[src/pwmtg_pkg.sv]
package pwmtg_pkg;
   localparam logic [7:0] PWMTG_ADDR_CONTROL = 8'ha1;
   localparam logic [7:0] PWMTG_ADDR_VALUE_LOW = 8'ha2;
   localparam logic [7:0] PWMTG_ADDR_VALUE_HIGH = 8'ha3;
   localparam logic [7:0] PWMTG_CONTROL_RESET = 8'h00;
   localparam logic [15:0] PWMTG_VALUE_RESET = 16'h0000;
   localparam int PWMTG_START_LEVEL_BIT = 5;
   localparam int PWMTG_VALUE_SEL_BIT = 4;
   localparam int PWMTG_CLK_SEL_BIT = 3;
   localparam int PWMTG_MODE_LSB = 0;
   localparam logic [2:0] PWMTG_MODE_OFF = 3'h0;
   localparam logic [2:0] PWMTG_MODE_PWM = 3'h1;
   localparam logic [2:0] PWMTG_MODE_SQUARE = 3'h3;
   localparam logic [2:0] PWMTG_MODE_STAIR = 3'h7;
   localparam logic [1:0] PWMTG_QUARTER_SHIFT = 2'h2;

   typedef struct packed {
      logic [1:0] unused;
      logic start_level_select;
      logic value_register_select;
      logic count_clock_select;
      logic [2:0] generator_mode;
   } pwmtg_ctrl_t;

   typedef struct packed {
      logic wr;
      logic rd;
      logic [7:0] addr;
      logic [7:0] wdata;
   } pwmtg_sfr_req_t;
endpackage

[src/pwmtg_top.sv]
`timescale 1ns/1ns
// Contract
// - start level bit 0: duty is ON time first; 1: duty is OFF time first
// - value select bit 0 reaches period value, 1 reaches duty value
// - count clock select 0 counts microsecond tick, 1 counts system clock
// - mode 000 off, 001 pwm, 011 square tone, 111 staircase tone
// - low byte location reads and writes low eight bits of selected value
// - high byte location reads and writes high eight bits of selected value
// - in tone modes the value is the half-period divisor in ticks
// - staircase tone releases the output for the last quarter of each half-period
module pwmtg_top
   import pwmtg_pkg::*;
#(
   parameter int VALUE_W = 16
) (
   input wire logic clk_i,
   input wire logic rst_i,
   input wire pwmtg_sfr_req_t sfr_req_i,
   input wire logic microsecond_tick_i,
   output logic [7:0] sfr_rdata_o,
   output logic wave_o,
   output logic wave_oe_o
);
   // the counter, limits and byte split are all built for a 16-bit value
   if (VALUE_W != 16) begin : g_value_w_check
      $error("pwmtg_top: value width must be 16");
   end

   pwmtg_ctrl_t ctrl_r, ctrl_nxt;
   logic [15:0] period_r, period_nxt;
   logic [15:0] duty_r, duty_nxt;
   logic [15:0] cnt_r, cnt_nxt;
   logic wave_r, wave_nxt;
   logic oe_r, oe_nxt;
   logic [7:0] rdata_r, rdata_nxt;

   wire [2:0] mode = ctrl_r.generator_mode;
   wire is_pwm = (mode == PWMTG_MODE_PWM);
   wire is_square = (mode == PWMTG_MODE_SQUARE);
   wire is_stair = (mode == PWMTG_MODE_STAIR);
   wire is_tone = is_square | is_stair;
   // undefined mode codes behave as disabled
   wire active = is_pwm | is_tone;
   wire tick = ctrl_r.count_clock_select ? 1'b1 : microsecond_tick_i;
   wire [15:0] sel_value = ctrl_r.value_register_select ? duty_r : period_r;
   wire [15:0] limit = period_r; // period in pwm, divisor in tone
   wire [16:0] cnt_inc = {1'b0, cnt_r} + 17'h00001;
   wire wrap = cnt_inc >= {1'b0, limit};
   wire on_level = ~ctrl_r.start_level_select;
   wire [15:0] quarter_start = limit - (limit >> PWMTG_QUARTER_SHIFT);
   wire hit_low = sfr_req_i.addr == PWMTG_ADDR_VALUE_LOW;
   wire hit_high = sfr_req_i.addr == PWMTG_ADDR_VALUE_HIGH;
   wire hit_ctrl = sfr_req_i.addr == PWMTG_ADDR_CONTROL;
   wire wr_sel_duty = ctrl_r.value_register_select;

   always_comb begin
      ctrl_nxt = ctrl_r;
      period_nxt = period_r;
      duty_nxt = duty_r;
      if (sfr_req_i.wr) begin
         if (hit_ctrl) begin
            ctrl_nxt = pwmtg_ctrl_t'({2'b00, sfr_req_i.wdata[5:0]});
         end
         if (hit_low && !wr_sel_duty) period_nxt[7:0] = sfr_req_i.wdata;
         if (hit_low && wr_sel_duty) duty_nxt[7:0] = sfr_req_i.wdata;
         if (hit_high && !wr_sel_duty) period_nxt[15:8] = sfr_req_i.wdata;
         if (hit_high && wr_sel_duty) duty_nxt[15:8] = sfr_req_i.wdata;
      end
   end

   // reads of unmapped addresses return zero; reserved control bits read zero
   assign rdata_nxt = !sfr_req_i.rd ? rdata_r :
                      hit_ctrl ? {2'b00, ctrl_r[5:0]} :
                      hit_low ? sel_value[7:0] :
                      hit_high ? sel_value[15:8] : 8'h00;

   // counter restarts whenever the generator is off, so a new mode begins cleanly
   assign cnt_nxt = !active ? 16'h0000 :
                    !tick ? cnt_r :
                    wrap ? 16'h0000 : cnt_inc[15:0];

   always_comb begin
      wave_nxt = 1'b0;
      oe_nxt = 1'b0;
      if (is_pwm) begin
         oe_nxt = 1'b1;
         wave_nxt = (cnt_nxt < duty_r) ? on_level : ~on_level;
      end else if (is_tone) begin
         wave_nxt = (tick && wrap) ? ~wave_r : wave_r;
         oe_nxt = is_square | (cnt_nxt < quarter_start);
      end
   end

   always_ff @(posedge clk_i or posedge rst_i) begin
      if (rst_i) begin
         ctrl_r <= pwmtg_ctrl_t'(PWMTG_CONTROL_RESET);
         period_r <= PWMTG_VALUE_RESET;
         duty_r <= PWMTG_VALUE_RESET;
         cnt_r <= 16'h0000;
         wave_r <= 1'b0;
         oe_r <= 1'b0;
         rdata_r <= 8'h00;
      end else begin
         ctrl_r <= ctrl_nxt;
         period_r <= period_nxt;
         duty_r <= duty_nxt;
         cnt_r <= cnt_nxt;
         wave_r <= wave_nxt;
         oe_r <= oe_nxt;
         rdata_r <= rdata_nxt;
      end
   end

   assign sfr_rdata_o = rdata_r;
   assign wave_o = wave_r;
   assign wave_oe_o = oe_r;
endmodule // pwmtg_top

[config.mk]
export PLATFORM = sky130hd
export DESIGN_NAME = pwmtg_top
export DESIGN_NICKNAME = d
export VERILOG_FILES = /design/src/pwmtg_pkg.sv /design/src/pwmtg_top.sv
export SDC_FILE = /design/constraint.sdc
export NUM_CORES = 1
export LEC_CHECK = 0
export ABC_CLOCK_PERIOD_IN_PS = 5800
export BUFFER_PORTS_ARGS = -buffer_cell sky130_fd_sc_hd__buf_4
export CAP_MARGIN = 20
export CORE_MARGIN = 4
export CORE_UTILIZATION = 44
export CTS_BUF_LIST = sky130_fd_sc_hd__clkbuf_8
export DETAILED_ROUTE_END_ITERATION = 7
export HOLD_SLACK_MARGIN = 0.12
export PLACE_DENSITY = 0.7
export SYNTH_ARGS = -nofsm -noshare
export SYNTH_HDL_FRONTEND = slang
export SYNTH_SLANG_ARGS = --single-unit
[constraint.sdc]
create_clock -name clk_i -period 5.8 [get_ports clk_i]
set_input_delay 1.74 -clock clk_i [delete_from_list [all_inputs] [get_ports clk_i]]
set_output_delay 1.74 -clock clk_i [all_outputs]
set_load 0.01 [all_outputs]
# == Word level (Yosys, flattened, before mapping) ==
# Index checks and enable logic that the tools add are counted.
# word_totals
ff_bits,64
in_bits,21
out_inout_bits,10
wordCells,54
# classes
n_addsub,2
n_lt_le_gt_ge,3
eq_ne,7
muxes,14
bitwise_logic,5
reduce_logical,11
# ops
op,count
$mux 16,4
$lt 16x16->1,2
$eq 8x8->1 const B,3
$mux 8,3
$add 16x1->17 const B,1
$ge 17x16->1,1
$sub 16x14->16,1
$reduce_and 2->1,5
$mux 1,7
$logic_and 1x1->1,5
$eq 3x1->1 const B,1
$eq 3x2->1 const B,1
$eq 3x3->1 const B,1
$ne 3x2->1 const B,1
$or 1x1->1,3
$not 1->1,2
$logic_not 1->1,1

# == Logic depth before layout (Yosys ltp) ==
# Gate-level depths: netlist (run 1).
# logic_depth
depth_word,9
depth_mapped,27
mapped_depth_nobuf,24

# == Worst setup path before layout (run 1) ==
# No wires, ideal clock.
# synth_path
path_type,register to register
startpoint,register cnt_r[2]
endpoint,"register wave_r, in the netlist wave_o"
setup_ps,122
arrival_time_ps,4671
required_ps,5678
path_slack_ps,1008
stages_incl_launch_ff,27
n_path_buf,3
synth_period_minus_slack_ps,4792
cell_sequence,dfrtp_1 > and3_1 > and3_1 > and3_1 > clkbuf_1 > nand2_1 > nor2_1 > xor2_1 > ha_1 > nor2b_1 > o21ai_0 > o2111ai_1 > a21boi_2 > nor2_1 > or2_1 > clkbuf_1 > buf_2 > nor2_1 > ha_1 > a21o_1 > a21oi_1 > nor2b_1 > o311ai_0 > o211a_1 > o31ai_1 > xnor2_1 > a32o_1
# synth_via
elab_chain_cells,8
word_cells_on_any_way,10
cone_classes,add/sub (1); order compare (2); eq/ne (1); mux (5); reduce/logical (1)
# synth_rtl
element,line_no,rtl
start: declaration,pwmtg_top.sv:32,"logic [15:0] cnt_r, cnt_nxt;"
start signal: assignment,pwmtg_top.sv:107,cnt_r <= cnt_nxt;
$add 16x1->17 (*),pwmtg_top.sv:47,"wire [16:0] cnt_inc = {1'b0, cnt_r} + 17'h00001;"
$ge 17x16->1,pwmtg_top.sv:48,"wire wrap = cnt_inc >= {1'b0, limit};"
$mux 16 (*),pwmtg_top.sv:80,wrap ? 16'h0000 : cnt_inc[15:0];
$mux 16 (*),pwmtg_top.sv:79,!tick ? cnt_r :
$mux 16 (*),pwmtg_top.sv:78,assign cnt_nxt = !active ? 16'h0000 :
named net cnt_nxt[5],pwmtg_top.sv:32,
$lt 16x16->1 (*),pwmtg_top.sv:87,wave_nxt = (cnt_nxt < duty_r) ? on_level : ~on_level;
$mux 1 (*),pwmtg_top.sv:87,
$mux 1 (*),pwmtg_top.sv:85,if (is_pwm) begin
end signal: assignment,pwmtg_top.sv:108,wave_r <= wave_nxt;
end: declaration,pwmtg_top.sv:33,"logic wave_r, wave_nxt;"
# Mark *: on every way through the listed nets, which the timed path passes. The rest lies on a longest branch.
# A chain may end at the register's enable or synchronous reset.

# == Worst setup path after layout (run 1) ==
# Same ends and word-level chain as after synthesis.

==> results of run 1 <==
layout by cell type, fill, tap and decap left out, types with 3 or more instances in the layout:
cell type,count
a211o_1,4
a211oi_1,5
a21o_1,15
a21oi_1,19
a222oi_1,5
a22o_1,6
a22oi_1,3
a31o_2,3
a31oi_1,7
and3_1,7
buf_4,32
clkbuf_8,9
dfrtp_1,64
ha_1,61
inv_1,42
mux2_2,24
nand2_1,51
nand3_1,13
nand4_1,6
nor2_1,37
nor2b_1,7
nor3_1,7
o211ai_1,3
o21ai_0,26
o21ai_1,3
xnor2_1,19
xor2_1,24
cells by family after synthesis:
logic type	share of synthesized area, %
XOR/XNOR	7.91
AND/OR/NAND/NOR	14.8
multiplexers	5.68
AO/OA/AOI/OAI	16.7
flip-flops	33.7
adder cells (fa/ha/maj)	16.5
buffers and inverters	4.84
critical path, stage by stage, from the launching register on:
cell and delay [ps]:
dfrtp_1 460, and3_1 250, and3_1 230, and3_1 310
nand2_1 140, nor2_1 150, xor2_1 150, ha_1 240
nor2b_1 120, o21ai_0 240, o2111ai_1 200, a21boi_2 200
nor2_1 80, or2_1 410, nor2_1 280, ha_1 290
a21o_1 160, a21oi_1 130, nor2b_1 60, o311ai_0 320
o211a_1 200, o31ai_1 70, xnor2_1 160, a32o_1 260
through the flow:
| stage | hold slack (ps) | setup slack [ps] | util (%) | cells |
|---|---|---|---|---|
| after floorplan | 479 | 1010 | - | 511 |
| after global placement | 493 | 853 | 49.0 | 664 |
| after detailed placement | 498 | 612 | 49.0 | 664 |
| after CTS | 517 | 584 | 51.1 | 680 |
| after global routing | 547 | 140 | 51.1 | 680 |
| final | 517 | 561 | 51.1 | 680 |
flip-flops by register name (all words and copies together), names as in the netlist:
signal,flops
wave_oe_o,1
wave_o,1
mode,3
limit,16
ctrl_r,2
duty_r,16
cnt_r,16
wr_sel_duty,1
sfr_rdata_o,8
layer usage:
metal  global-route usage (%)  share of wire (%)  routed length (um)
met5                        0                  0                   0
met4                     6.89                2.6                 330
met3                     3.04                4.8                 610
met2                     35.5                 49                6170
met1                     27.6                 44                5480
power groups by stage:
| stage | combinational, W | clock (W) | sequential (W) |
|---|---|---|---|
| 3_5_place_dp | 0.000226 | 0 | 0.000485 |
| 6_report | 0.000227 | 0.000449 | 0.000477 |
| 4_1_cts | 0.000228 | 0.000458 | 0.000476 |
| 2_1_floorplan | 0.000160 | 0 | 0.000480 |
| 3_3_place_gp | 0.000219 | 0 | 0.000485 |
| 5_1_grt | 0.000258 | 0.000474 | 0.000478 |
area by class of cell:
type	instances	area, um2
fill	959	5090
timing repair buffer	32	240
tap	136	170
clock inverter	7	103
multi-input combinational	389	2930
sequential	64	1600
clock buffer	9	124
inverter	43	161
how the worst max path moves through the flow:
stage | to | slack (ps)
detailed placement | wave_o | 610
global route | wave_o | 140
CTS | wave_o | 580
finish | wave_o | 560
floorplan | wave_o | 1010
global placement | wave_o | 850
==> run metrics, run 1 <==
Routed WL per cell 18.5 um; antenna viol nets, final 0; post-place instance area 5100 um2; FF-to-FF path depth 23; # IOs 31; final setup fails 0; GPL Wtd Cong 0.906; most frequent cell after synthesis dfrtp_1; ANT cells 0; Gate Count Post-Synth 511; CTS resizes 0; predominant post-synthesis flop cell dfrtp_1; Clk pin slew, worst setup/hold paths 80 ps; Power Total 0.00115 W; CTS root buffer clkbuf_8; leakage power 2.70 nW; RSZ-0062 raised after global routing false; die width 112 um; largest net degree at the start of global routing 65; initial DRC count 347; Slew Limit Fails 0; CTS max path bufs 2; Synth Area per Inst 9.31 um2; IO buf count 30; CP Launch Point cnt_r[2]; total grt overflow 0; Starting Density 45.7%; GRT Util Overall 21.0%; switch share 30.1%; post-detail-place hpwl 10,100 um; top cell type by total area after synthesis dfrtp_1; critical path required time 6040 ps; Pint 0.000806 W; actual slew at the worst max-slew pin 821 ps; post-synth top area share 33.7%; number of synthesized flops with an enable pin 0; via density per instance 5.77; Hold EP duty_r[4]; Core ar. 10,400 um2; synthesized flop and latch total 64; CTS tree built; via count 3,924; dominant cells by area after synthesis dfrtp_1, ha_1, mux2_2; Core Rows 37; hold path depth 1; switching power 0.000347 W; Area Growth Syn to Fin 11.9%; Post-synth top cells dfrtp_1, ha_1, nand2_1; first-pass GRT wire length 20,800 um; clk_lat worst skew 350 ps; die area 12,500 um2; Post-Syn Area 4760 um2; antenna violations before repair 0; peak supply drop 0.209 mV; TritonCTS Sinks 64; Reg-to-Reg Start cnt_r[2]; final-stage net count 622; Worst setup SP type register; Max Clock Freq 191 MHz; Inserted Clock Buffers 9; vias in the first global route 3,985; reg2reg end wave_o; Die Ht 112 um; max cap viols 0; Power Density 216 nW/um2; DRC viols 0; Hold Vio Cnt, Final 0; critical path class register to register; sequential area share after synthesis 33.7%; clock group share of total power 38.9%; Finished Cell Area 5330 um2; reg2reg setup slack 560 ps; H-tree depth 3; Netlist cell types 56; clk_skew 11.4 ps; critical hold path startpoint duty_r[4]; drt first pass iters 5; share of layout cells above drive strength 1 15.8%; DRT Wirelength 12,600 um; Tcrit/Tclk final 90.3%; logic gate share of total power 19.7%; critical path arrival 5480 ps; outcome complete, no violations; setup TNS 0 ps; Sequential Power Share 41.4%; Post-CTS Setup Bufs 0; Setup crit end kind register; Mapped Nets 594; max_slew headroom 45.3%; crit-path max FO 14; Hold Crit Class register to register; Synth async-reset ratio 100%; crit path time final 5240 ps; Hold-fix buffers, CTS 0; yosys warns 0
Note: power is estimated with default switching activity, not from simulation.
==> run 2, diff against run 1 <==
Settings changed: CORE_ASPECT_RATIO set to 0.75, CTS_BUF_LIST sky130_fd_sc_hd__clkbuf_8 to unset.
==> run metrics, run 2 (synthesis results as in run 1) <==
outcome complete, no violations; post-detail-place hpwl 10,000 um (-0.41%); antenna viol nets, final 0 (unchanged); clk_skew 8.68 ps (-2.72 ps); final setup fails 0 (unchanged); crit-path max FO 14 (unchanged); Routed WL per cell 18.7 um (+0.94%); vias in the first global route 3,769 (-5.4%); grt peak-use layer met1; commonest non-fill, non-tap cell in the layout dfrtp_1; final-stage net count 621 (-0.16%); Hold Crit Class register to register; drt first pass iters 5 (unchanged); H-tree depth 3 (unchanged); clock group share of total power 43.8% (+4.9 points); Final Worst Setup Slack 432 ps (-129 ps); Die Ht 98.1 um (-12%); GR Layer Usage met2 30.2% (-5.4 points); Sequential Power Share 38.2% (-3.2 points); antenna violations before repair 0 (unchanged); fin cells 679 (-0.15%); Hold-fix buffers, CTS 0 (unchanged); Area Growth Syn to Fin 13.3%; largest net degree at the start of global routing 65 (unchanged); Core ar. 10,400 um2 (about the same); logic gate share of total power 18.0% (-1.7 points); peak supply drop 0.137 mV (-34%); Slew Limit Fails 0 (unchanged); post-place instance area 5090 um2 (-0.15%); Clk pin slew, worst setup/hold paths 60 ps (-20 ps); GRT Util Overall 21.2% (+0.21 points); total grt overflow 0 (unchanged); Worst setup SP type register; # IOs 31 (unchanged); setup TNS 0 ps (unchanged); Max Clock Freq 186 MHz (-2.4%); Inserted Clock Buffers 9 (unchanged); via count 3,857 (-1.7%); Tcrit/Tclk final 92.6% (+2.2 points); leakage power 2.72 nW (+0.81%); crit path time final 5370 ps (+129 ps); met3 usage 6.45% (+3.4 points); TritonCTS Sinks 64 (unchanged); actual slew at the worst max-slew pin 985 ps (+164 ps); die area 12,600 um2 (+0.14%); Starting Density 45.7% (about the same); CTS root buffer clkbuf_16; commonest non-fill, non-tap cells in the layout dfrtp_1, ha_1, nand2_1, inv_1, nor2_1; max_slew headroom 33.7% (-12 points); via density per instance 5.68 (-1.6%); Setup crit end kind register; DRT Wirelength 12,700 um (+0.79%); GPL Wtd Cong 0.919 (+1.4%); Power Density 233 nW/um2 (+7.5%); first-pass GRT wire length 20,400 um (-2.0%); DRC viols 0 (unchanged); critical path arrival 5590 ps (+110 ps); ANT cells 0 (unchanged); share of layout cells above drive strength 1 15.7% (-0.16 points); met1 usage 30.7% (+3.1 points); Hold Vio Cnt, Final 0 (unchanged); CTS max path bufs 2 (unchanged); Core Rows 32 (-14%); Pint 0.000892 W (+11%); dpl cells 663 (-0.15%); max cap viols 0 (unchanged); initial DRC count 349 (+0.58%); critical path required time 6030 ps (about the same); clk_lat worst skew 340 ps (about the same); pre-CTS setup slack 509 ps (-103 ps); CTS tree built; switching power 0.000361 W (+4.1%); switch share 28.8% (-1.3 points); RSZ-0062 raised after global routing false; Finished Cell Area 5390 um2 (+1.2%); IO buf count 30 (unchanged); CTS resizes 0 (unchanged); Post-CTS Setup Bufs 0 (unchanged); die width 128 um (+14%); critical path class register to register; Power Total 0.00125 W (+8.8%)
==> run 2: changes by cell type in the layout (fill, tap and decap cells not counted) <==
cell | before | now
buf_4 | 32 | 31
bufinv_16 | 2 | 1
clkbuf_16 | 0 | 9
clkbuf_8 | 9 | 0
clkinv_2 | 0 | 2
clkinv_4 | 2 | 0
clkinvlp_4 | 1 | 3
inv_6 | 2 | 1
==> run 2: metal layers <==
| metal | vias to the layer above | routed length [um] |
|---|---|---|
| met4 | 0 | 252 |
| met3 | 21 | 1030 |
| met1 | 1841 | 5980 |
| li1 | 1878 | - |
| met5 | - | 0 |
| met2 | 117 | 5430 |
==> run 2: worst paths after layout <==
check | cells after the start | end | start | slack (ps)
worst max-delay path | 23 | wave_o | cnt_r[2] | 430
max in group asynchronous | 3 | sfr_rdata_o[2] | rst_i | 3580
worst max register to register | 23 | wave_o | cnt_r[2] | 430
min in group asynchronous | 3 | duty_r[5] | rst_i | 1650
worst min register to register | 1 | sfr_rdata_o[6] | sfr_rdata_o[6] | 510
worst min-delay path | 1 | sfr_rdata_o[6] | sfr_rdata_o[6] | 510
==> run 2: layout make-up <==
cell class,instances,area (um2)
Fill cell,950,5020
Clock inverter,7,71.3
Timing Repair Buffer,31,233
Tap cell,136,170
Multi-Input combinational cell,389,2930
Inverter,43,161
Sequential cell,64,1600
Clock buffer,9,225
==> run 2: power by group through the flow <==
stage | sequential, W | combinational [W] | clock (W)
CTS | 0.000478 | 0.000225 | 0.000557
detailed placement | 0.000486 | 0.000223 | 0
floorplan | 0.000480 | 0.000160 | 0
global placement | 0.000485 | 0.000218 | 0
global route | 0.000480 | 0.000253 | 0.000573
finish | 0.000478 | 0.000226 | 0.000549
==> run 2: through the flow <==
step	util, %	hold slack (ps)
2_1_floorplan	-	479
5_1_grt	51.8	519
4_1_cts	51.8	509
3_3_place_gp	48.9	492
3_5_place_dp	48.9	496
6_report	51.8	505
==> run 2: critical path, cell delays in order (launching register included) <==
cell and delay (ps):
dfrtp_1 450, and3_1 240, and3_1 220, and3_1 320, nand2_1 140, nor2_1 150, xor2_1 160, ha_1 250
nor2b_1 130, o21ai_0 260, o2111ai_1 180, a21boi_2 200, nor2_1 90, or2_1 420, nor2_1 300, ha_1 300
a21o_1 160, a21oi_1 140, nor2b_1 60, o311ai_0 360, o211a_1 220, o31ai_1 80, xnor2_1 160, a32o_1 260
